==> src/rtl/todc_pkg.sv <==
// package: constants and types of the time of day calendar clock
package todc_pkg;
   // ---------------------------------------------
   // timing
   // ---------------------------------------------
   localparam int CLK_HZ      = 40_000_000;
   localparam int TICK_MS     = 100;
   localparam int TICK_CYC    = CLK_HZ / 1000 * TICK_MS;
   localparam int SCAN_US     = 1000;
   localparam int SCAN_CYC    = CLK_HZ / 1_000_000 * SCAN_US;
   localparam logic [2:0] LINE50_PER_TICK = 3'h5;
   localparam logic [2:0] LINE60_PER_TICK = 3'h6;
   localparam logic [19:0] DAY_TICKS      = 20'hd2f00;
   // ---------------------------------------------
   // register byte offsets
   // ---------------------------------------------
   localparam logic [7:0] A_CMD = 8'h00, A_SEC = 8'h04, A_MIN = 8'h08, A_HR = 8'h0c;
   localparam logic [7:0] A_DOW = 8'h10, A_DATE = 8'h14, A_MON = 8'h18, A_YR = 8'h1c;
   localparam logic [7:0] A_HR12 = 8'h20, A_BIN = 8'h24, A_ASEC = 8'h28, A_AMIN = 8'h2c;
   localparam logic [7:0] A_AHR = 8'h30, A_ADATE = 8'h34, A_AMON = 8'h38, A_ACTL = 8'h3c;
   localparam logic [7:0] A_RLD = 8'h40, A_RCNT = 8'h44, A_ISTAT = 8'h48, A_IMASK = 8'h4c;
   localparam logic [7:0] A_USER = 8'h50, A_TENTH = 8'h54;
   // ---------------------------------------------
   // fields, codes, reset values
   // ---------------------------------------------
   localparam int I_ABS = 0, I_REL = 1, I_PF = 2;
   localparam int C_AEN = 0, C_ADATE = 1, C_REN = 2;
   localparam logic [7:0] ST_READY = 8'hee, ST_ACK = 8'hff;
   localparam logic [7:0] CM_OFF = 8'he0, CM_D12 = 8'he1, CM_D24 = 8'he2, CM_DDATE = 8'he3;
   localparam logic [7:0] CM_DUSER = 8'he4, CM_XTAL = 8'he5, CM_L50 = 8'he6, CM_L60 = 8'he7;
   localparam logic [7:0] CM_IDIS = 8'he8;
   localparam logic [7:0] R_ONE = 8'h01, R_ZERO = 8'h00, MAX_SEC = 8'h59, MAX_HR = 8'h23;
   localparam logic [7:0] MAX_MON = 8'h12;
   localparam logic [3:0] MAX_TENTH = 4'h9, BLANK = 4'hf;
   localparam logic [2:0] MAX_DOW = 3'h7, LAST_DIGIT = 3'h5;

   typedef enum logic [1:0] {TB_XTAL, TB_L50, TB_L60} todc_tb_t;
   typedef enum logic [2:0] {DM_OFF, DM_12, DM_24, DM_DATE, DM_USER} todc_dm_t;
   typedef enum logic {CS_READY, CS_ACK} todc_cs_t;

   typedef struct packed {
      logic [7:0] sec, min, hr, date, mon, yr;
      logic [2:0] dow;
      logic [3:0] tenth;
   } todc_time_t;

   // ---------------------------------------------
   // block state, one register set
   // ---------------------------------------------
   typedef struct packed {
      logic                 ln1, ln2, ln3, pf1, pf2;
      todc_tb_t             tb;
      logic [21:0]          div;
      logic [2:0]           lcnt;
      todc_time_t           t;
      todc_time_t           al;
      logic [2:0]           actl;
      logic [19:0]          rld, rcnt;
      logic [2:0]           ist, imsk;
      logic [23:0]          user;
      todc_dm_t             dm;
      todc_cs_t             cs;
      logic [15:0]          scan;
      logic [2:0]           dig;
      logic [31:0]          prdata;
      logic                 pready, pslverr, irq;
      logic [3:0]           bcd;
      logic                 tind, dind, am, pm;
   } todc_state_t;

   // ---------------------------------------------
   // bcd helpers
   // ---------------------------------------------
   function automatic logic [8:0] bcd_inc(input logic [7:0] v, input logic [7:0] lo,
                                          input logic [7:0] hi);
      if (v >= hi) return {1'b1, lo};
      if (v[3:0] == 4'h9) return {1'b0, 4'(v[7:4] + 4'h1), 4'h0};
      return {1'b0, 8'(v + 8'h01)};
   endfunction : bcd_inc

   function automatic logic [6:0] bcd2bin(input logic [7:0] v);
      logic [7:0] t;
      t = {4'h0, v[7:4]};
      return 7'((t << 3) + (t << 1) + {4'h0, v[3:0]});
   endfunction : bcd2bin

   // year 00 is a leap year, which holds for the whole 2000-2099 span
   function automatic logic [7:0] mon_days(input logic [7:0] m, input logic [7:0] y);
      logic [6:0] yb;
      yb = bcd2bin(y);
      unique case (m)
         8'h02:                      return (yb[1:0] == 2'h0) ? 8'h29 : 8'h28;
         8'h04, 8'h06, 8'h09, 8'h11: return 8'h30;
         default:                    return 8'h31;
      endcase
   endfunction : mon_days
endpackage : todc_pkg

==> src/rtl/todc_top.sv <==
// module: time of day calendar clock with apb registers and display scan
//
// Implementation choices: the placing of the registers and register access over APB.
`timescale 1ns/1ps
module todc_top #(
   parameter int TICK_CYCLES = todc_pkg::TICK_CYC,
   parameter int SCAN_CYCLES = todc_pkg::SCAN_CYC
) (
   // clock and reset
   input  wire logic        CLK_SYS_I,
   input  wire logic        RESETN_I,
   // apb slave
   input  wire logic        PSEL_I,
   input  wire logic        PENABLE_I,
   input  wire logic        PWRITE_I,
   input  wire logic [7:0]  PADDR_I,
   input  wire logic [31:0] PWDATA_I,
   output logic      [31:0] PRDATA_O,
   output logic             PREADY_O,
   output logic             PSLVERR_O,
   // pins
   input  wire logic        LINE_TB_I,
   input  wire logic        POWER_FAIL_I,
   output logic             IRQ_OUT_O,
   // display
   output logic      [2:0]  DIGIT_SELECT_O,
   output logic      [3:0]  BCD_O,
   output logic             TIME_IND_O,
   output logic             DATE_IND_O,
   output logic             AM_O,
   output logic             PM_O
);
   // ---------------------------------------------
   // state
   // ---------------------------------------------
   todc_pkg::todc_state_t s_q, s_d;
   logic        tick_w, abs_w, rel_w, wr_w, rd_w, hit_w;
   logic [7:0]  h12_w, wd_w;
   logic [16:0] bin_w;
   logic [8:0]  c_s, c_m, c_h, c_d, c_mo, c_y;
   logic [23:0] disp_w;
   todc_pkg::todc_time_t nt_w;

   always_comb begin
      s_d    = s_q;
      tick_w = 1'b0;
      abs_w  = 1'b0;
      rel_w  = 1'b0;
      hit_w  = 1'b0;
      wd_w   = PWDATA_I[7:0];
      wr_w   = PSEL_I && PENABLE_I && s_q.pready && PWRITE_I;
      rd_w   = PSEL_I && PENABLE_I && s_q.pready && !PWRITE_I;
      // ---------------------------------------------
      // synchronisers
      // ---------------------------------------------
      s_d.ln1 = LINE_TB_I;
      s_d.ln2 = s_q.ln1;
      s_d.ln3 = s_q.ln2;
      s_d.pf1 = POWER_FAIL_I;
      s_d.pf2 = s_q.pf1;
      // ---------------------------------------------
      // tenth tick
      // ---------------------------------------------
      if (s_q.tb == todc_pkg::TB_XTAL) begin
         s_d.lcnt = 3'h0;
         if (s_q.div >= 22'(TICK_CYCLES - 1)) begin
            s_d.div = 22'h0;
            tick_w  = 1'b1;
         end else begin
            s_d.div = s_q.div + 22'h1;
         end
      end else begin
         s_d.div = 22'h0;
         if (s_q.ln2 && !s_q.ln3) begin
            if (s_q.lcnt >= ((s_q.tb == todc_pkg::TB_L50) ? todc_pkg::LINE50_PER_TICK
                                                           : todc_pkg::LINE60_PER_TICK) - 3'h1) begin
               s_d.lcnt = 3'h0;
               tick_w   = 1'b1;
            end else begin
               s_d.lcnt = s_q.lcnt + 3'h1;
            end
         end
      end
      // ---------------------------------------------
      // calendar: each carry ripples upward
      // ---------------------------------------------
      nt_w = s_q.t;
      c_s  = todc_pkg::bcd_inc(s_q.t.sec, todc_pkg::R_ZERO, todc_pkg::MAX_SEC);
      c_m  = todc_pkg::bcd_inc(s_q.t.min, todc_pkg::R_ZERO, todc_pkg::MAX_SEC);
      c_h  = todc_pkg::bcd_inc(s_q.t.hr, todc_pkg::R_ZERO, todc_pkg::MAX_HR);
      c_d  = todc_pkg::bcd_inc(s_q.t.date, todc_pkg::R_ONE, todc_pkg::mon_days(s_q.t.mon, s_q.t.yr));
      c_mo = todc_pkg::bcd_inc(s_q.t.mon, todc_pkg::R_ONE, todc_pkg::MAX_MON);
      c_y  = todc_pkg::bcd_inc(s_q.t.yr, todc_pkg::R_ZERO, 8'h99);
      if (tick_w) begin
         if (s_q.t.tenth >= todc_pkg::MAX_TENTH) begin
            nt_w.tenth = 4'h0;
            nt_w.sec   = c_s[7:0];
            if (c_s[8]) begin
               nt_w.min = c_m[7:0];
               if (c_m[8]) begin
                  nt_w.hr = c_h[7:0];
                  if (c_h[8]) begin
                     nt_w.dow  = (s_q.t.dow >= todc_pkg::MAX_DOW) ? 3'h1 : s_q.t.dow + 3'h1;
                     nt_w.date = c_d[7:0];
                     if (c_d[8]) begin
                        nt_w.mon = c_mo[7:0];
                        if (c_mo[8]) begin
                           nt_w.yr = c_y[7:0];
                        end
                     end
                  end
               end
            end
            // compare on the second edge so a match fires once
            hit_w = (nt_w.sec == s_q.al.sec) && (nt_w.min == s_q.al.min) && (nt_w.hr == s_q.al.hr)
                    && (!s_q.actl[todc_pkg::C_ADATE]
                        || ((nt_w.date == s_q.al.date) && (nt_w.mon == s_q.al.mon)));
            abs_w = hit_w && s_q.actl[todc_pkg::C_AEN];
         end else begin
            nt_w.tenth = s_q.t.tenth + 4'h1;
         end
      end
      s_d.t = nt_w;
      // ---------------------------------------------
      // relative down counter
      // ---------------------------------------------
      if (tick_w && s_q.actl[todc_pkg::C_REN]) begin
         if (s_q.rcnt <= 20'h1) begin
            rel_w  = 1'b1;
            s_d.rcnt = s_q.rld;
         end else begin
            s_d.rcnt = s_q.rcnt - 20'h1;
         end
      end
      // ---------------------------------------------
      // apb slave, one wait state
      // ---------------------------------------------
      s_d.pready  = PSEL_I && PENABLE_I && !s_q.pready;
      s_d.pslverr = 1'b0;
      if (!s_q.pready && PSEL_I && PENABLE_I) begin
         unique case (PADDR_I)
            todc_pkg::A_CMD:   s_d.prdata = {24'h0, (s_q.cs == todc_pkg::CS_ACK) ? todc_pkg::ST_ACK
                                                                                : todc_pkg::ST_READY};
            todc_pkg::A_SEC:   s_d.prdata = {24'h0, s_q.t.sec};
            todc_pkg::A_MIN:   s_d.prdata = {24'h0, s_q.t.min};
            todc_pkg::A_HR:    s_d.prdata = {24'h0, s_q.t.hr};
            todc_pkg::A_DOW:   s_d.prdata = {29'h0, s_q.t.dow};
            todc_pkg::A_DATE:  s_d.prdata = {24'h0, s_q.t.date};
            todc_pkg::A_MON:   s_d.prdata = {24'h0, s_q.t.mon};
            todc_pkg::A_YR:    s_d.prdata = {24'h0, s_q.t.yr};
            todc_pkg::A_HR12:  s_d.prdata = {24'h0, h12_w};
            todc_pkg::A_BIN:   s_d.prdata = {15'h0, bin_w};
            todc_pkg::A_ASEC:  s_d.prdata = {24'h0, s_q.al.sec};
            todc_pkg::A_AMIN:  s_d.prdata = {24'h0, s_q.al.min};
            todc_pkg::A_AHR:   s_d.prdata = {24'h0, s_q.al.hr};
            todc_pkg::A_ADATE: s_d.prdata = {24'h0, s_q.al.date};
            todc_pkg::A_AMON:  s_d.prdata = {24'h0, s_q.al.mon};
            todc_pkg::A_ACTL:  s_d.prdata = {29'h0, s_q.actl};
            todc_pkg::A_RLD:   s_d.prdata = {12'h0, s_q.rld};
            todc_pkg::A_RCNT:  s_d.prdata = {12'h0, s_q.rcnt};
            todc_pkg::A_ISTAT: s_d.prdata = {29'h0, s_q.ist};
            todc_pkg::A_IMASK: s_d.prdata = {29'h0, s_q.imsk};
            todc_pkg::A_USER:  s_d.prdata = {8'h0, s_q.user};
            todc_pkg::A_TENTH: s_d.prdata = {28'h0, s_q.t.tenth};
            default: begin
               s_d.prdata  = 32'h0;
               s_d.pslverr = 1'b1;
            end
         endcase
      end
      if (rd_w && PADDR_I == todc_pkg::A_CMD) begin
         s_d.cs = todc_pkg::CS_READY;
      end
      if (wr_w) begin
         unique case (PADDR_I)
            todc_pkg::A_CMD: begin
               // commands while the ack is unread are refused
               if (s_q.cs == todc_pkg::CS_READY && wd_w != todc_pkg::ST_ACK) begin
                  s_d.cs = todc_pkg::CS_ACK;
                  unique case (wd_w)
                     todc_pkg::CM_OFF:   s_d.dm = todc_pkg::DM_OFF;
                     todc_pkg::CM_D12:   s_d.dm = todc_pkg::DM_12;
                     todc_pkg::CM_D24:   s_d.dm = todc_pkg::DM_24;
                     todc_pkg::CM_DDATE: s_d.dm = todc_pkg::DM_DATE;
                     todc_pkg::CM_DUSER: s_d.dm = todc_pkg::DM_USER;
                     todc_pkg::CM_XTAL:  s_d.tb = todc_pkg::TB_XTAL;
                     todc_pkg::CM_L50:   s_d.tb = todc_pkg::TB_L50;
                     todc_pkg::CM_L60:   s_d.tb = todc_pkg::TB_L60;
                     todc_pkg::CM_IDIS:  s_d.imsk = 3'h0;
                     default:            s_d.cs = todc_pkg::CS_READY;
                  endcase
               end
            end
            todc_pkg::A_SEC: begin
               s_d.t.sec   = wd_w;
               s_d.t.tenth = 4'h0;
               s_d.div     = 22'h0;
            end
            todc_pkg::A_MIN:   s_d.t.min = wd_w;
            todc_pkg::A_HR:    s_d.t.hr = wd_w;
            todc_pkg::A_DOW:   s_d.t.dow = wd_w[2:0];
            todc_pkg::A_DATE:  s_d.t.date = wd_w;
            todc_pkg::A_MON:   s_d.t.mon = wd_w;
            todc_pkg::A_YR:    s_d.t.yr = wd_w;
            todc_pkg::A_ASEC:  s_d.al.sec = wd_w;
            todc_pkg::A_AMIN:  s_d.al.min = wd_w;
            todc_pkg::A_AHR:   s_d.al.hr = wd_w;
            todc_pkg::A_ADATE: s_d.al.date = wd_w;
            todc_pkg::A_AMON:  s_d.al.mon = wd_w;
            todc_pkg::A_ACTL:  s_d.actl = wd_w[2:0];
            todc_pkg::A_RLD: begin
               s_d.rld  = (PWDATA_I[19:0] == 20'h0) ? 20'h1
                        : (PWDATA_I[19:0] > todc_pkg::DAY_TICKS) ? todc_pkg::DAY_TICKS : PWDATA_I[19:0];
               s_d.rcnt = s_d.rld;
            end
            todc_pkg::A_IMASK: s_d.imsk = wd_w[2:0];
            todc_pkg::A_USER:  s_d.user = PWDATA_I[23:0];
            default: ;
         endcase
      end
      // ---------------------------------------------
      // interrupts: set wins over write-one clear
      // ---------------------------------------------
      s_d.ist = s_q.ist & ~((wr_w && PADDR_I == todc_pkg::A_ISTAT) ? wd_w[2:0] : 3'h0);
      s_d.ist[todc_pkg::I_ABS] = s_d.ist[todc_pkg::I_ABS] | abs_w;
      s_d.ist[todc_pkg::I_REL] = s_d.ist[todc_pkg::I_REL] | rel_w;
      s_d.ist[todc_pkg::I_PF]  = s_d.ist[todc_pkg::I_PF] | s_q.pf2;
      s_d.irq = |(s_q.ist & s_q.imsk);
      // ---------------------------------------------
      // display scan
      // ---------------------------------------------
      if (s_q.scan >= 16'(SCAN_CYCLES - 1)) begin
         s_d.scan = 16'h0;
         s_d.dig  = (s_q.dig >= todc_pkg::LAST_DIGIT) ? 3'h0 : s_q.dig + 3'h1;
      end else begin
         s_d.scan = s_q.scan + 16'h1;
      end
      unique case (s_q.dm)
         todc_pkg::DM_12:   disp_w = {h12_w & 8'h7f, s_q.t.min, s_q.t.sec};
         todc_pkg::DM_24:   disp_w = {s_q.t.hr, s_q.t.min, s_q.t.sec};
         todc_pkg::DM_DATE: disp_w = {s_q.t.mon, s_q.t.date, s_q.t.yr};
         todc_pkg::DM_USER: disp_w = s_q.user;
         default:           disp_w = {6{todc_pkg::BLANK}};
      endcase
      s_d.bcd  = disp_w[{s_d.dig, 2'h0} +: 4]; // nibble moves with its digit select
      s_d.tind = (s_q.dm == todc_pkg::DM_12) || (s_q.dm == todc_pkg::DM_24);
      s_d.dind = (s_q.dm == todc_pkg::DM_DATE);
      s_d.pm   = s_d.tind && h12_w[7];
      s_d.am   = s_d.tind && !h12_w[7];
   end

   // ---------------------------------------------
   // 12-hour and binary views of the bcd time
   // ---------------------------------------------
   logic [6:0] hb_w, hm_w;
   always_comb begin
      hb_w  = todc_pkg::bcd2bin(s_q.t.hr);
      hm_w  = (hb_w == 7'h0) ? 7'd12 : (hb_w > 7'd12) ? 7'(hb_w - 7'd12) : hb_w;
      h12_w = {hb_w >= 7'd12, (hm_w >= 7'd10) ? {3'h1, 4'(hm_w - 7'd10)} : {3'h0, hm_w[3:0]}};
      bin_w = 17'(17'(hb_w) * 17'd3600 + 17'(todc_pkg::bcd2bin(s_q.t.min)) * 17'd60
                  + 17'(todc_pkg::bcd2bin(s_q.t.sec)));
   end

   always_ff @(posedge CLK_SYS_I) begin
      if (!RESETN_I) begin
         s_q        <= '0;
         s_q.tb     <= todc_pkg::TB_XTAL;
         s_q.t.dow  <= 3'h1;
         s_q.t.date <= todc_pkg::R_ONE;
         s_q.t.mon  <= todc_pkg::R_ONE;
         s_q.al.date <= todc_pkg::R_ONE;
         s_q.al.mon <= todc_pkg::R_ONE;
         s_q.rld    <= 20'h1;
         s_q.rcnt   <= 20'h1;
         s_q.ist    <= 3'h4;
         s_q.dm     <= todc_pkg::DM_OFF;
         s_q.cs     <= todc_pkg::CS_READY;
         s_q.bcd    <= todc_pkg::BLANK;
      end else begin
         s_q <= s_d;
      end
   end

   assign PRDATA_O       = s_q.prdata;
   assign PREADY_O       = s_q.pready;
   assign PSLVERR_O      = s_q.pslverr;
   assign IRQ_OUT_O      = s_q.irq;
   assign DIGIT_SELECT_O = s_q.dig;
   assign BCD_O          = s_q.bcd;
   assign TIME_IND_O     = s_q.tind;
   assign DATE_IND_O     = s_q.dind;
   assign AM_O           = s_q.am;
   assign PM_O           = s_q.pm;
endmodule : todc_top

==> config.mk <==
export PLATFORM = sky130hd
export DESIGN_NAME = todc_top
export DESIGN_NICKNAME = d
export VERILOG_FILES = /design/src/rtl/todc_pkg.sv /design/src/rtl/todc_top.sv
export SDC_FILE = /design/constraint.sdc
export NUM_CORES = 1
export LEC_CHECK = 0
export BUFFER_PORTS_ARGS = -buffer_cell sky130_fd_sc_hd__buf_2
export CORE_MARGIN = 2
export CORE_UTILIZATION = 35
export CTS_CLUSTER_SIZE = 14
export DETAILED_ROUTE_END_ITERATION = 8
export GPL_TIMING_DRIVEN = 0
export PLACE_DENSITY = 0.55
export SLEW_MARGIN = 15
export SYNTH_ARGS = -nofsm -noshare
export SYNTH_HDL_FRONTEND = slang
export SYNTH_SLANG_ARGS = --single-unit
==> constraint.sdc <==
create_clock -name CLK_SYS_I -period 8.3 [get_ports CLK_SYS_I]
set_input_delay 1.66 -clock CLK_SYS_I [delete_from_list [all_inputs] [get_ports CLK_SYS_I]]
set_output_delay 1.66 -clock CLK_SYS_I [all_outputs]
set_load 0.005 [all_outputs]
==> summary.md, run 1 <==
| Metric | Value |
|---|---|
| Reg2reg path depth | 20 |
| Fin area | about 21000 sq um |
| Drt first pass iters | 6 |
| Period utilization | about four fifths |
| CTS root buffer | clkbuf_16 |
| Post-CTS setup buffer count | 0 |
| VDD IR max | 0.171 mV |
| Die height | 235 um |
| FFs w/ async S/R, synth | 0% |
| Fill cell count | 5532 |
| Hold Startpoint | s_q[276] |
| Initial antenna violation count | 1 |
| CP endpoint | PRDATA_O[14] |
| First DRT Iteration DRCs | between 2000 and 2500 |
| Syn avg cell area | 7.46 sq um |
| Per-cell routed wire length | about 25 um |
| Final ANT Viol Nets | 0 |
| Drt drc | 0 |
| # diodes | 0 |
| H-tree depth | 2 |
| Resized Gates After CTS | 0 |
| Clock Skew | about 0.025 ns |
| Vias/cell | 6.05 |
| Placed insts | 3263 |
| Die W | 235 um |
| CTS tree | built |
| Share of post-route cells with drive strength above 1 | 7.82% |
| Overall Power | about 3000 uW |
| R2r setup slk | between 1.5 and 2 ns |
| Synth area leaders | dfxtp_1, ha_1, nand2_1 |
| Sw Share | between 20 and 25% |
| Status | finished, final reports clean |
| Routed vias | about 20000 |
| Max Buffers Root-to-Sink | 3 |
| Cts-stage hold buffer count | 0 |
| Synth cell types | 84 |
| Min-Delay Path Class | reg -> reg |
| EDFF count, synth | 0 |
| Crit Path Class | reg -> reg |
| Hold_ws | 0.424 ns |
| Maximum Capacitance Violations | 0 |
| Placed instance area | a little under 20000 sq um |
| Crit path launch type | register |
| Post-synthesis sequential area ratio | 27.7% |
| Worst skew pair latency | 0.57 ns |
| Cell internal power dissipation | 2300 uW |
| GRT Util Overall | between 20% and 30% |
| Die ar. | about 55000 sq um |
| Initial Utilization | a little over a third |
| Largest net degree at the start of global routing | 13 |
| Detailed Route WL | between 80000 and 90000 um |
| Maximum clock frequency | between 100 and 150 MHz |
| Row count | 84 |
| Post-Syn Area | between 15000 and 20000 sq um |
| Critical path data arrival time | a little over 7 ns |
| Area leader, netlist | dfxtp_1 |
| Clock share of power | a little over half |
| Power per cell area | roughly 140 nW/um^2 |
| Ys Warns | 0 |
| Final Net Count | 2800 |
| Vias in the first global route | 18900 |
| IO Pins | between 90 and 100 |
| Rel. slew slack | roughly a fifth |
| CP startpoint | s_q[229] |
| Clock transition at path regs | ~0.05 ns |
| Top FF cell, synth | dfxtp_1 |
| RSZ-0062 raised after global routing | no |
| Slew @ Worst Pin | about 1.2 ns |
| Placer Congestion | roughly 1.0 |
| P_sw | roughly 740 uW |
| Gate Count Post-Synth | 2496 |
| # setup viols final | 0 |
| Layout area overhead | 13.2% |
| CTS buffer count | 34 |
| Seq pwr share | roughly 42% |
| Comb pwr share | just under 6% |
| Yosys reg bits | between 200 and 300 |
| Data required time at the worst endpoint | just under 9 ns |
| Max-slew violation count | 0 |
| Crit Reg-Reg Startpoint | s_q[229] |
| Worst Setup End Kind | register |
| Fin crit period | between 6 and 7 ns |
| First-pass GRT wire length | ~120000 um |
| IO Port Bufs | 71 |
| Fin cells | about 3300 |
| Hold Vio Cnt, Final | 0 |
| Post-DP HPWL | between 60000 and 70000 um |
| Area share of the largest cell type after synthesis | 27.7% |
| FF-to-FF End | PRDATA_O[14] |
| GRT overflow | 0 |
| Placeable core region | 52600 sq um |
| Worst-path maximum fanout | 9 |
| LEAKAGE | between 0.008 and 0.009 uW |
| Total clock sinks | around 260 |
| Final setup TNS | 0 ns |
| Worst hold stages | 1 |
[worst max-delay path, cell delays in order, from the launching register on]
cell and delay, ns:
dfxtp_1 0.68, inv_1 0.29, fa_1 0.59, fa_1 0.49
nor2b_1 0.20, o21ai_0 0.18, xnor2_1 0.64, inv_1 0.21
ha_1 0.24, ha_1 0.28, ha_1 0.32, fa_1 0.47
xor2_1 0.16, ha_1 0.29, ha_1 0.35, or3_1 0.35
o21ai_0 0.08, a21oi_1 0.09, xor2_1 0.44, a21oi_1 0.15
nor2_1 0.10
[flip-flops by register name, summed over array words and instances, names as in the netlist]
signal / count
IRQ_OUT_O: 1
TIME_IND_O: 1
s_q: 217
DATE_IND_O: 1
PRDATA_O: 24
PSLVERR_O: 1
BCD_O: 4
PREADY_O: 1
DIGIT_SELECT_O: 3
PM_O: 1
AM_O: 1
s_d: 3
[synthesized netlist by cell type (27+ instances only)]
master    instances
inv_1            96
buf_4            39
o21ai_0         153
dfxtp_1         258
mux2i_1          30
nand4_1          28
a22oi_1          52
nor3_1           43
nor4_1           27
clkbuf_1        140
and3_1           29
nand3_1         113
nor2_1          229
a31oi_1          52
a21oi_1         234
nand2_1         330
ha_1            120
a21boi_0         28
xor2_1           41
xnor2_1          65
[placed cells by master (no fill, tap or decap), types with 12 or more instances in the layout]
cell type / count
nand4_1: 28
nor2b_1: 25
nor2_1: 229
buf_2: 82
nor3_1: 43
a22oi_1: 52
xnor2_1: 65
a21oi_1: 234
xor2_1: 41
ha_1: 120
and2_1: 15
clkbuf_16: 35
fa_1: 22
nand2_1: 330
o21ai_0: 153
or4_1: 13
and3_1: 29
mux2i_1: 30
a31oi_1: 52
inv_1: 96
nor4_1: 23
clkbuf_1: 149
a221oi_1: 20
nand3b_1: 12
or3_1: 21
a21boi_0: 28
nand2b_1: 15
nand3_1: 113
buf_4: 39
o211ai_1: 20
a21o_1: 18
dfxtp_1: 258
o22ai_1: 20
[routing by layer]
layer	up-vias	track usage [%]	part of all wire (%)
met3	224	5.50	9.2
met2	1016	44.1	43
met4	2	14.2	5.7
met1	9699	38.2	42
li1	9170	-	-
met5	-	0	0.016
[stage by stage]
| step | util [%] | setup WS, ns |
|---|---|---|
| 4_1_cts | 40.1 | 1.69 |
| 3_5_place_dp | 37.8 | 1.73 |
| 2_1_floorplan | - | 2.82 |
| 3_3_place_gp | 37.8 | 1.70 |
| 6_report | 40.1 | 1.61 |
| 5_1_grt | 40.1 | 1.17 |
[power groups by stage]
stage	Combinational [uW]	Sequential (uW)	Clock, uW
6_report	177	1260	1600
5_1_grt	184	1260	1670
4_1_cts	171	1260	1620
3_5_place_dp	171	1290	0
3_3_place_gp	170	1290	0
2_1_floorplan	90.0	1280	0
[final cells by class]
class | count | area (sq um) | area share, %
clock inverters | 8 | 188 | 0.890
well taps | 688 | 861 | 4.08
clock buffers | 51 | 1010 | 4.77
inverters | 98 | 368 | 1.74
plain buffers | 194 | 888 | 4.21
repair buffers | 72 | 360 | 1.71
flip-flops and latches | 258 | 5160 | 24.5
multi-input cells | 1953 | 12200 | 58.1
[cell families after synthesis]
group / synth area share (%)
and+or+nand+nor: 23.1
adders and majority gates: 10.4
xor gates and xnor gates: 4.99
buffers and inverters: 6.75
muxes: 1.73
AOI/OAI and AO/OA: 25.3
DFF: 27.7
other: 0.0201
[worst min-delay path by stage]
stage	slack, ns	end
after floorplan	0.39	s_q[95]
final	0.42	s_q[95]
after global placement	0.41	s_q[95]
after detailed placement	0.42	s_q[95]
after CTS	0.43	s_q[95]
after global routing	0.45	s_q[276]
Power figures use the tool's default switching activity.
==> run 2: changes to the inputs <==
Settings changed: ABC_AREA from default to 1, PLACE_DENSITY 0.55 to 0.57.
Clock period 8.3 ns to 5.45 ns, I/O delays scaled along.
==> run 2 against run 1 <==
The run now ends with setup timing left; register-to-register slack got worse by 1.7 ns; critical path type unchanged; clock skew decreased by 0.0024 ns; utilization increased by 0.93 points; critical endpoint is now PRDATA_O[15]; hold slack got worse by 0.0060 ns; fmax increased by 21%; power increased by 47%.
==> summary.md, run 2 <==
| Metric | Value |
|---|---|
| Status | finished with violations |
| Failing checks | setup timing |
| Synth Area in Compound Gates | 20.5% |
| Largest family of logic cells by synthesized area | simple AND/OR/NAND/NOR gates |
| Area share of the largest cell type after synthesis | approximately 28% |
| Post-synthesis sequential area ratio | 27.9% |
| Max Buffers Root-to-Sink | 3 |
| CP startpoint | s_q[237] |
| Clock Skew | between 0.02 and 0.025 ns |
| IO Port Bufs | 74 |
| Most common library cells after synthesis | nand2_1, inv_1, a21oi_1 |
| # setup viols final | 2 |
| # diodes | 0 |
| Largest net degree at the start of global routing | 13 |
| Most frequent cells in the layout | nand2_1, inv_1, a21oi_1 |
| Per-cell routed wire length | around 23 um |
| Period utilization | 101% |
| Die height | around 230 um |
| GRT Util Overall | a little under a third |
| Drt drc | 0 |
| Top FF cell, synth | dfxtp_1 |
| First DRT Iteration DRCs | roughly 2100 |
| R2r setup slk | -0.07 ns |
| Synth cell types | 55 |
| Drt first pass iters | 6 |
| Post-Synth XOR/XNOR Area | approximately 2.5% |
| Layout area overhead | 16.2% |
| Rel. slew slack | between 10% and 20% |
| Worst Setup End Kind | register |
| IO Pins | 93 |
| Maximum Capacitance Violations | 0 |
| Largest register FFs | ~220 |
| Met3 wire length | around 6600 um |
| CTS tree | built |
| Vias in the first global route | 18900 |
| Vias/cell | roughly 5.6 |
| Crit path launch type | register |
| Post-Syn Area | between 15000 and 20000 sq um |
| RSZ-0062 raised after global routing | yes |
| Critical path data arrival time | about 6.0 ns |
| Final ANT Viol Nets | 0 |
| EDFF count, synth | 0 |
| Row count | 84 |
| Data required time at the worst endpoint | 5.94 ns |
| First-pass GRT wire length | between 100000 and 150000 um |
| Worst skew pair latency | 0.57 ns |
| Gate Count Post-Synth | about 2800 |
| GRT overflow | 0 |
| Adder-Cell Fraction of Synth Area | 10.5% |
| Hold_ws | about 0.42 ns |
| Worst setup margin | -0.0695 ns |
| Initial Utilization | 35.3% |
| Max-slew violation count | 0 |
| CP endpoint | PRDATA_O[15] |
| Detailed Route WL | roughly 84000 um |
| Most common cell after layout, fill and taps aside | nand2_1 |
| LEAKAGE | 0.00963 uW |
| Fill cell count | approximately 5600 |
| Post-DP HPWL | about 66000 um |
| Die ar. | roughly 55000 sq um |
| Die W | 234 um |
| FF-to-FF End | PRDATA_O[15] |
| CTS root buffer | clkbuf_16 |
| Power per cell area | approximately 210 nW/um^2 |
| Yosys reg bits | ~260 |
| Final Net Count | 3115 |
| Maximum clock frequency | roughly 180 MHz |
| Syn avg cell area | roughly 6.6 sq um |
| Mux contribution to synthesized area | 0% |
| Met2 wire length | 37100 um |
| VDD IR max | about 0.18 mV |
| Min-Delay Path Class | reg -> reg |
| H-tree depth | 2 |
| Area leader, netlist | dfxtp_1 |
| Top reg by flops | s_q |
| Fin crit period | about 5.5 ns |
| Synth area leaders | dfxtp_1, nand2_1, ha_1 |
| Cts-stage hold buffer count | 0 |
| Simple logic cell fraction of the synthesized area | 26.9% |
| CTS buffer count | 34 |
| Total clock sinks | between 200 and 300 |
| Slew @ Worst Pin | approximately 1.3 ns |
| Clock transition at path regs | 0.06 ns |
| Placer Congestion | just under 1 |
| Crit Reg-Reg Startpoint | s_q[237] |
| Worst-path maximum fanout | 3 |
| Placeable core region | approximately 52000 sq um |
| Share of post-route cells with drive strength above 1 | between 10 and 15% |
| FFs w/ async S/R, synth | 0% |
| Hold Vio Cnt, Final | 0 |
| Ys Warns | 0 |
| Routed vias | 20400 |
| Most frequent cell after synthesis | nand2_1 |
| Initial antenna violation count | 0 |
| Reg2reg path depth | 26 |
| M1 wire length | ~37000 um |
| Overall Power | between 4000 and 5000 uW |
| Crit Path Class | reg -> reg |
| Highest routed layer | met4 |
## run 2: cell types whose count changed in the layout (fill, tap and decap cells not counted), sizes merged, moves of 28 or more
cell and delta:
o21ai +50, buf +34, a21oi +32, xnor2 -50, a21boi -28, mux2i -30
nand2 +279, inv +298, o211ai +43, nand3 +78, clkbuf -85, a31oi -38
and3 -28, a22oi -52
## run 2: logic make-up (layout without fill, tap and decap cells)
logic type / after synthesis / in the layout
and+or+nand+nor: 1148 / 1148
AOI/OAI and AO/OA: 662 / 662
buffers and inverters: 530 / 677
DFF: 258 / 258
adders and majority gates: 142 / 142
xor gates and xnor gates: 52 / 52
other: 1 / 8
## run 2: worst min-delay path by stage
stage | start | to | slack [ns] | cells past startpoint
6_report | s_d[276] | s_q[276] | 0.42 | 2
5_1_grt | s_d[276] | s_q[276] | 0.44 | 2
4_1_cts | s_d[276] | s_q[276] | 0.42 | 2
3_5_place_dp | s_d[276] | s_q[276] | 0.41 | 2
3_3_place_gp | s_d[276] | s_q[276] | 0.40 | 2
2_1_floorplan | s_d[279] | s_d[278] | 0.39 | 2
## run 2: area by class of cell
| type | count | area, sq um | share of cell area (%) |
|---|---|---|---|
| well taps | 688 | 861 | 4.00 |
| multi-input cells | 2012 | 11600 | 54.1 |
| flip-flops and latches | 258 | 5190 | 24.1 |
| clock buffers | 46 | 976 | 4.53 |
| repair buffers | 90 | 494 | 2.30 |
| plain buffers | 130 | 697 | 3.24 |
| inverters | 400 | 1500 | 6.97 |
| clock inverters | 11 | 174 | 0.808 |
## run 2: per-layer routing
layer,up-vias,global-route usage [%]
met3,167,3.60
li1,9576,-
met4,0,14.1
met1,9682,41.1
met2,983,48.1
met5,-,0
## run 2: what timing repair did
item | 4_1_cts | 5_1_grt
setup endpoints to repair | 9 | 9
gates resized for setup | 43 | 46
pin swaps | 29 | 34
setup buffers | 15 | 1
hold endpoints to repair | 0 | 0
## run 2: critical path: stages, from the launching register on
cell and delay (ns):
dfxtp_4 0.35, fa_2 0.60, fa_2 0.46, fa_1 0.53
inv_2 0.05, fa_1 0.49, inv_2 0.05, ha_4 0.17
a21oi_4 0.18, o21ai_4 0.09, a21oi_4 0.13, o21ai_2 0.07
a21o_1 0.18, a21oi_2 0.16, xor2_2 0.18, ha_1 0.28
ha_4 0.24, buf_4 0.14, a21oi_2 0.15, o2111ai_2 0.17
nand2_1 0.12, nand2_1 0.07, a21oi_1 0.16, nand2_2 0.12
o2111ai_2 0.09, nand2_1 0.08, a21oi_1 0.14
## run 2: through the flow
stage	setup TNS, ns	cell area [sq um]	instances	setup slack (ns)	util, %
final	-0.116	21500	3635	-0.0695	41.1
after global routing	-1.05	21500	3635	-0.354	41.1
after CTS	-0.517	21200	3634	-0.197	40.5
after detailed placement	-5.06	19800	3562	-1.01	37.7
after global placement	-4.42	19800	3562	-0.901	37.7
after floorplan	0	18600	2800	0.0153	-
## run 2: power breakdown
part	internal, uW	switching [uW]
registers	1890	3.46
clock network	1440	945
logic	35.5	147
==> run 3: changes to the inputs <==
Settings changed: ABC_AREA 1 to default.
==> run 3 against run 2 <==
The flow now finishes without violations; non-clock buffer count grew 60; hold slack gained 0.0014 ns; utilization shrank 0.25 points; power shrank 0.66%; clock power shrank 6%; final area shrank 0.40%; largest cell class unchanged; largest power group unchanged; highest routed layer unchanged.
==> summary.md, run 3 (synthesis results as in run 1) <==
| Metric | Value |
|---|---|
| Status | finished, final reports clean |
| Worst-path maximum fanout | 5 |
| Fin crit period | around 5.4 ns |
| Layout area overhead | 15.2% |
| RSZ-0062 raised after global routing | yes |
| Share of post-route cells with drive strength above 1 | 10.5% |
| Max Buffers Root-to-Sink | 3 |
| Max-slew violation count | 0 |
| Worst skew pair latency | between 0.5 and 0.6 ns |
| Hold Startpoint | s_q[276] |
| Most common cell after layout, fill and taps aside | nand2_1 |
| Drt first pass iters | 6 |
| Worst hold stages | 1 |
| Crit path launch type | register |
| Hold Vio Cnt, Final | 0 |
| Placeable core region | roughly 53000 sq um |
| VDD IR max | 0.232 mV |
| H-tree depth | 2 |
| Cts-stage hold buffer count | 0 |
| # setup viols final | 0 |
| FF-to-FF End | PRDATA_O[16] |
| Most frequent cells in the layout | nand2_1, dfxtp_1, nor2_1 |
| Clock transition at path regs | around 0.06 ns |
| Die height | around 230 um |
| Largest register FFs | ~220 |
| CTS buffer count | 34 |
| Placer Congestion | 1.01 |
| Slowest stage delay, CP | roughly 0.6 ns |
| GRT Util Overall | roughly 29% |
| Multi-input gate area | between 10000 and 15000 sq um |
| Final ANT Viol Nets | 0 |
| # diodes | 0 |
| CTS tree | built |
| Critical path data arrival time | 5.82 ns |
| Routed vias | 20200 |
| Total clock sinks | ~260 |
| CP max stage cell | fa_2 |
| Final core utilization | just over 40% |
| Per-cell routed wire length | approximately 25 um |
| GRT overflow | 0 |
| Die W | roughly 230 um |
| Vias/cell | 6.05 |
| Detailed Route WL | 83400 um |
| Final Net Count | ~2800 |
| Pre-CTS setup slack | -0.834 ns |
| Slew @ Worst Pin | about 1.3 ns |
| Initial antenna violation count | 0 |
| Crit Path Class | reg -> reg |
| Die ar. | ~55000 sq um |
| Post-DP HPWL | between 60000 and 70000 um |
| R2r setup slk | ~0.062 ns |
| First-pass GRT wire length | ~120000 um |
| Worst setup margin | between 0.06 and 0.07 ns |
| Worst Setup End Kind | register |
| Clock Skew | ~0.032 ns |
| Data required time at the worst endpoint | a little under 6 ns |
| Crit Reg-Reg Startpoint | s_q[239] |
| Initial Utilization | approximately 35% |
| Largest net degree at the start of global routing | 12 |
| Fill cell count | ~5500 |
| Min-Delay Endpoint | s_q[95] |
| Row count | between 80 and 90 |
| LEAKAGE | approximately 0.0081 uW |
| Period utilization | about 99% |
| Top reg by flops | s_q |
| Drt drc | 0 |
| IO Pins | 93 |
| Rel. slew slack | 16.1% |
| Crit-path cells | fa_2 > fa_2 > fa_1 > inv_2 > fa_1 > inv_2 > ha_4 > a21oi_4 > o21ai_1 > a21oi_2 > o21bai_1 > a21oi_1 > xnor2_1 > ha_1 > ha_4 > nand3_1 > nand2_1 > a41oi_2 > a21oi_2 > nand3_2 > xnor2_4 > o22ai_2 |
| Reg2reg path depth | 22 |
| Maximum clock frequency | about 190 MHz |
| Min-Delay Path Class | reg -> reg |
| Maximum Capacitance Violations | 0 |
| IO Port Bufs | between 70 and 80 |
| Register area | 5180 sq um |
| Power per cell area | around 210 nW/um^2 |
| Vias in the first global route | approximately 19000 |
| CTS root buffer | clkbuf_16 |
| First DRT Iteration DRCs | 2110 |
## run 3: cell count changes in the layout (fill, tap and decap cells not counted), sizes merged, moves of 50 or more
cell / delta
o21ai: -50
nand3: -78
xnor2: +50
a22oi: +52
clkbuf: +83
inv: -299
nand2: -279
## run 3: through the flow
step	instance area [sq um]	std cells	setup TNS (ns)	hold WS, ns	total power, uW
6_report	21400	3333	0	0.420	4440
5_1_grt	21400	3333	-0.281	0.442	4560
4_1_cts	21200	3329	0	0.421	4460
3_5_place_dp	19900	3264	-4.87	0.408	2220
3_3_place_gp	19900	3262	-4.53	0.410	2220
2_1_floorplan	18700	2503	0	0.390	2090
## run 3: worst max-delay path, delay by kind of cell (launching register included)
kind            cells  cell delay (ns)
simple gates        3             0.33
buf+inv             2             0.09
xor+xnor            2             0.43
compound gates      8             1.13
flops               1             0.35
fa+ha+maj           7             2.95
## run 3: area by class of cell
class	instances	area share, %
multi-input combinational	1953	58.7
sequential	258	24.2
clock buffer	50	4.67
buffer	194	4.15
tap	688	4.01
timing repair buffer	86	2.17
inverter	98	1.73
clock inverter	6	0.362
## run 3: what timing repair did
action	in CTS	in global routing
pin swaps	14	36
gates resized for setup	35	47
buffers inserted	9	4
setup endpoints to repair	10	8
## run 3: how the worst max path moves through the flow
stage / from / endpoint / slack, ns / cells after the start
2_1_floorplan: s_q[237] / PRDATA_O[14] / 0.02 / 22
3_3_place_gp: s_q[237] / PRDATA_O[14] / -0.84 / 22
3_5_place_dp: s_q[237] / PRDATA_O[14] / -0.83 / 22
4_1_cts: s_q[237] / PRDATA_O[14] / 0.002 / 22
5_1_grt: s_q[239] / PRDATA_O[16] / -0.09 / 25
6_report: s_q[239] / PRDATA_O[16] / 0.06 / 22
## run 3: routing by layer
metal / global-route usage [%] / part of all wire [%] / vias up
met5: 0 / 0 / -
met4: 14.6 / 5.6 / 0
met3: 3.82 / 8.6 / 223
met2: 45.3 / 43 / 1044
met1: 39.5 / 42 / 9685
li1: - / - / 9201
## run 3: where the power goes
part	internal [uW]	total (uW)	switching [uW]	leakage, uW
clock	1320	2250	926	0.000531
combinational	78.6	273	195	0.00550
sequential	1900	1920	15.1	0.00209
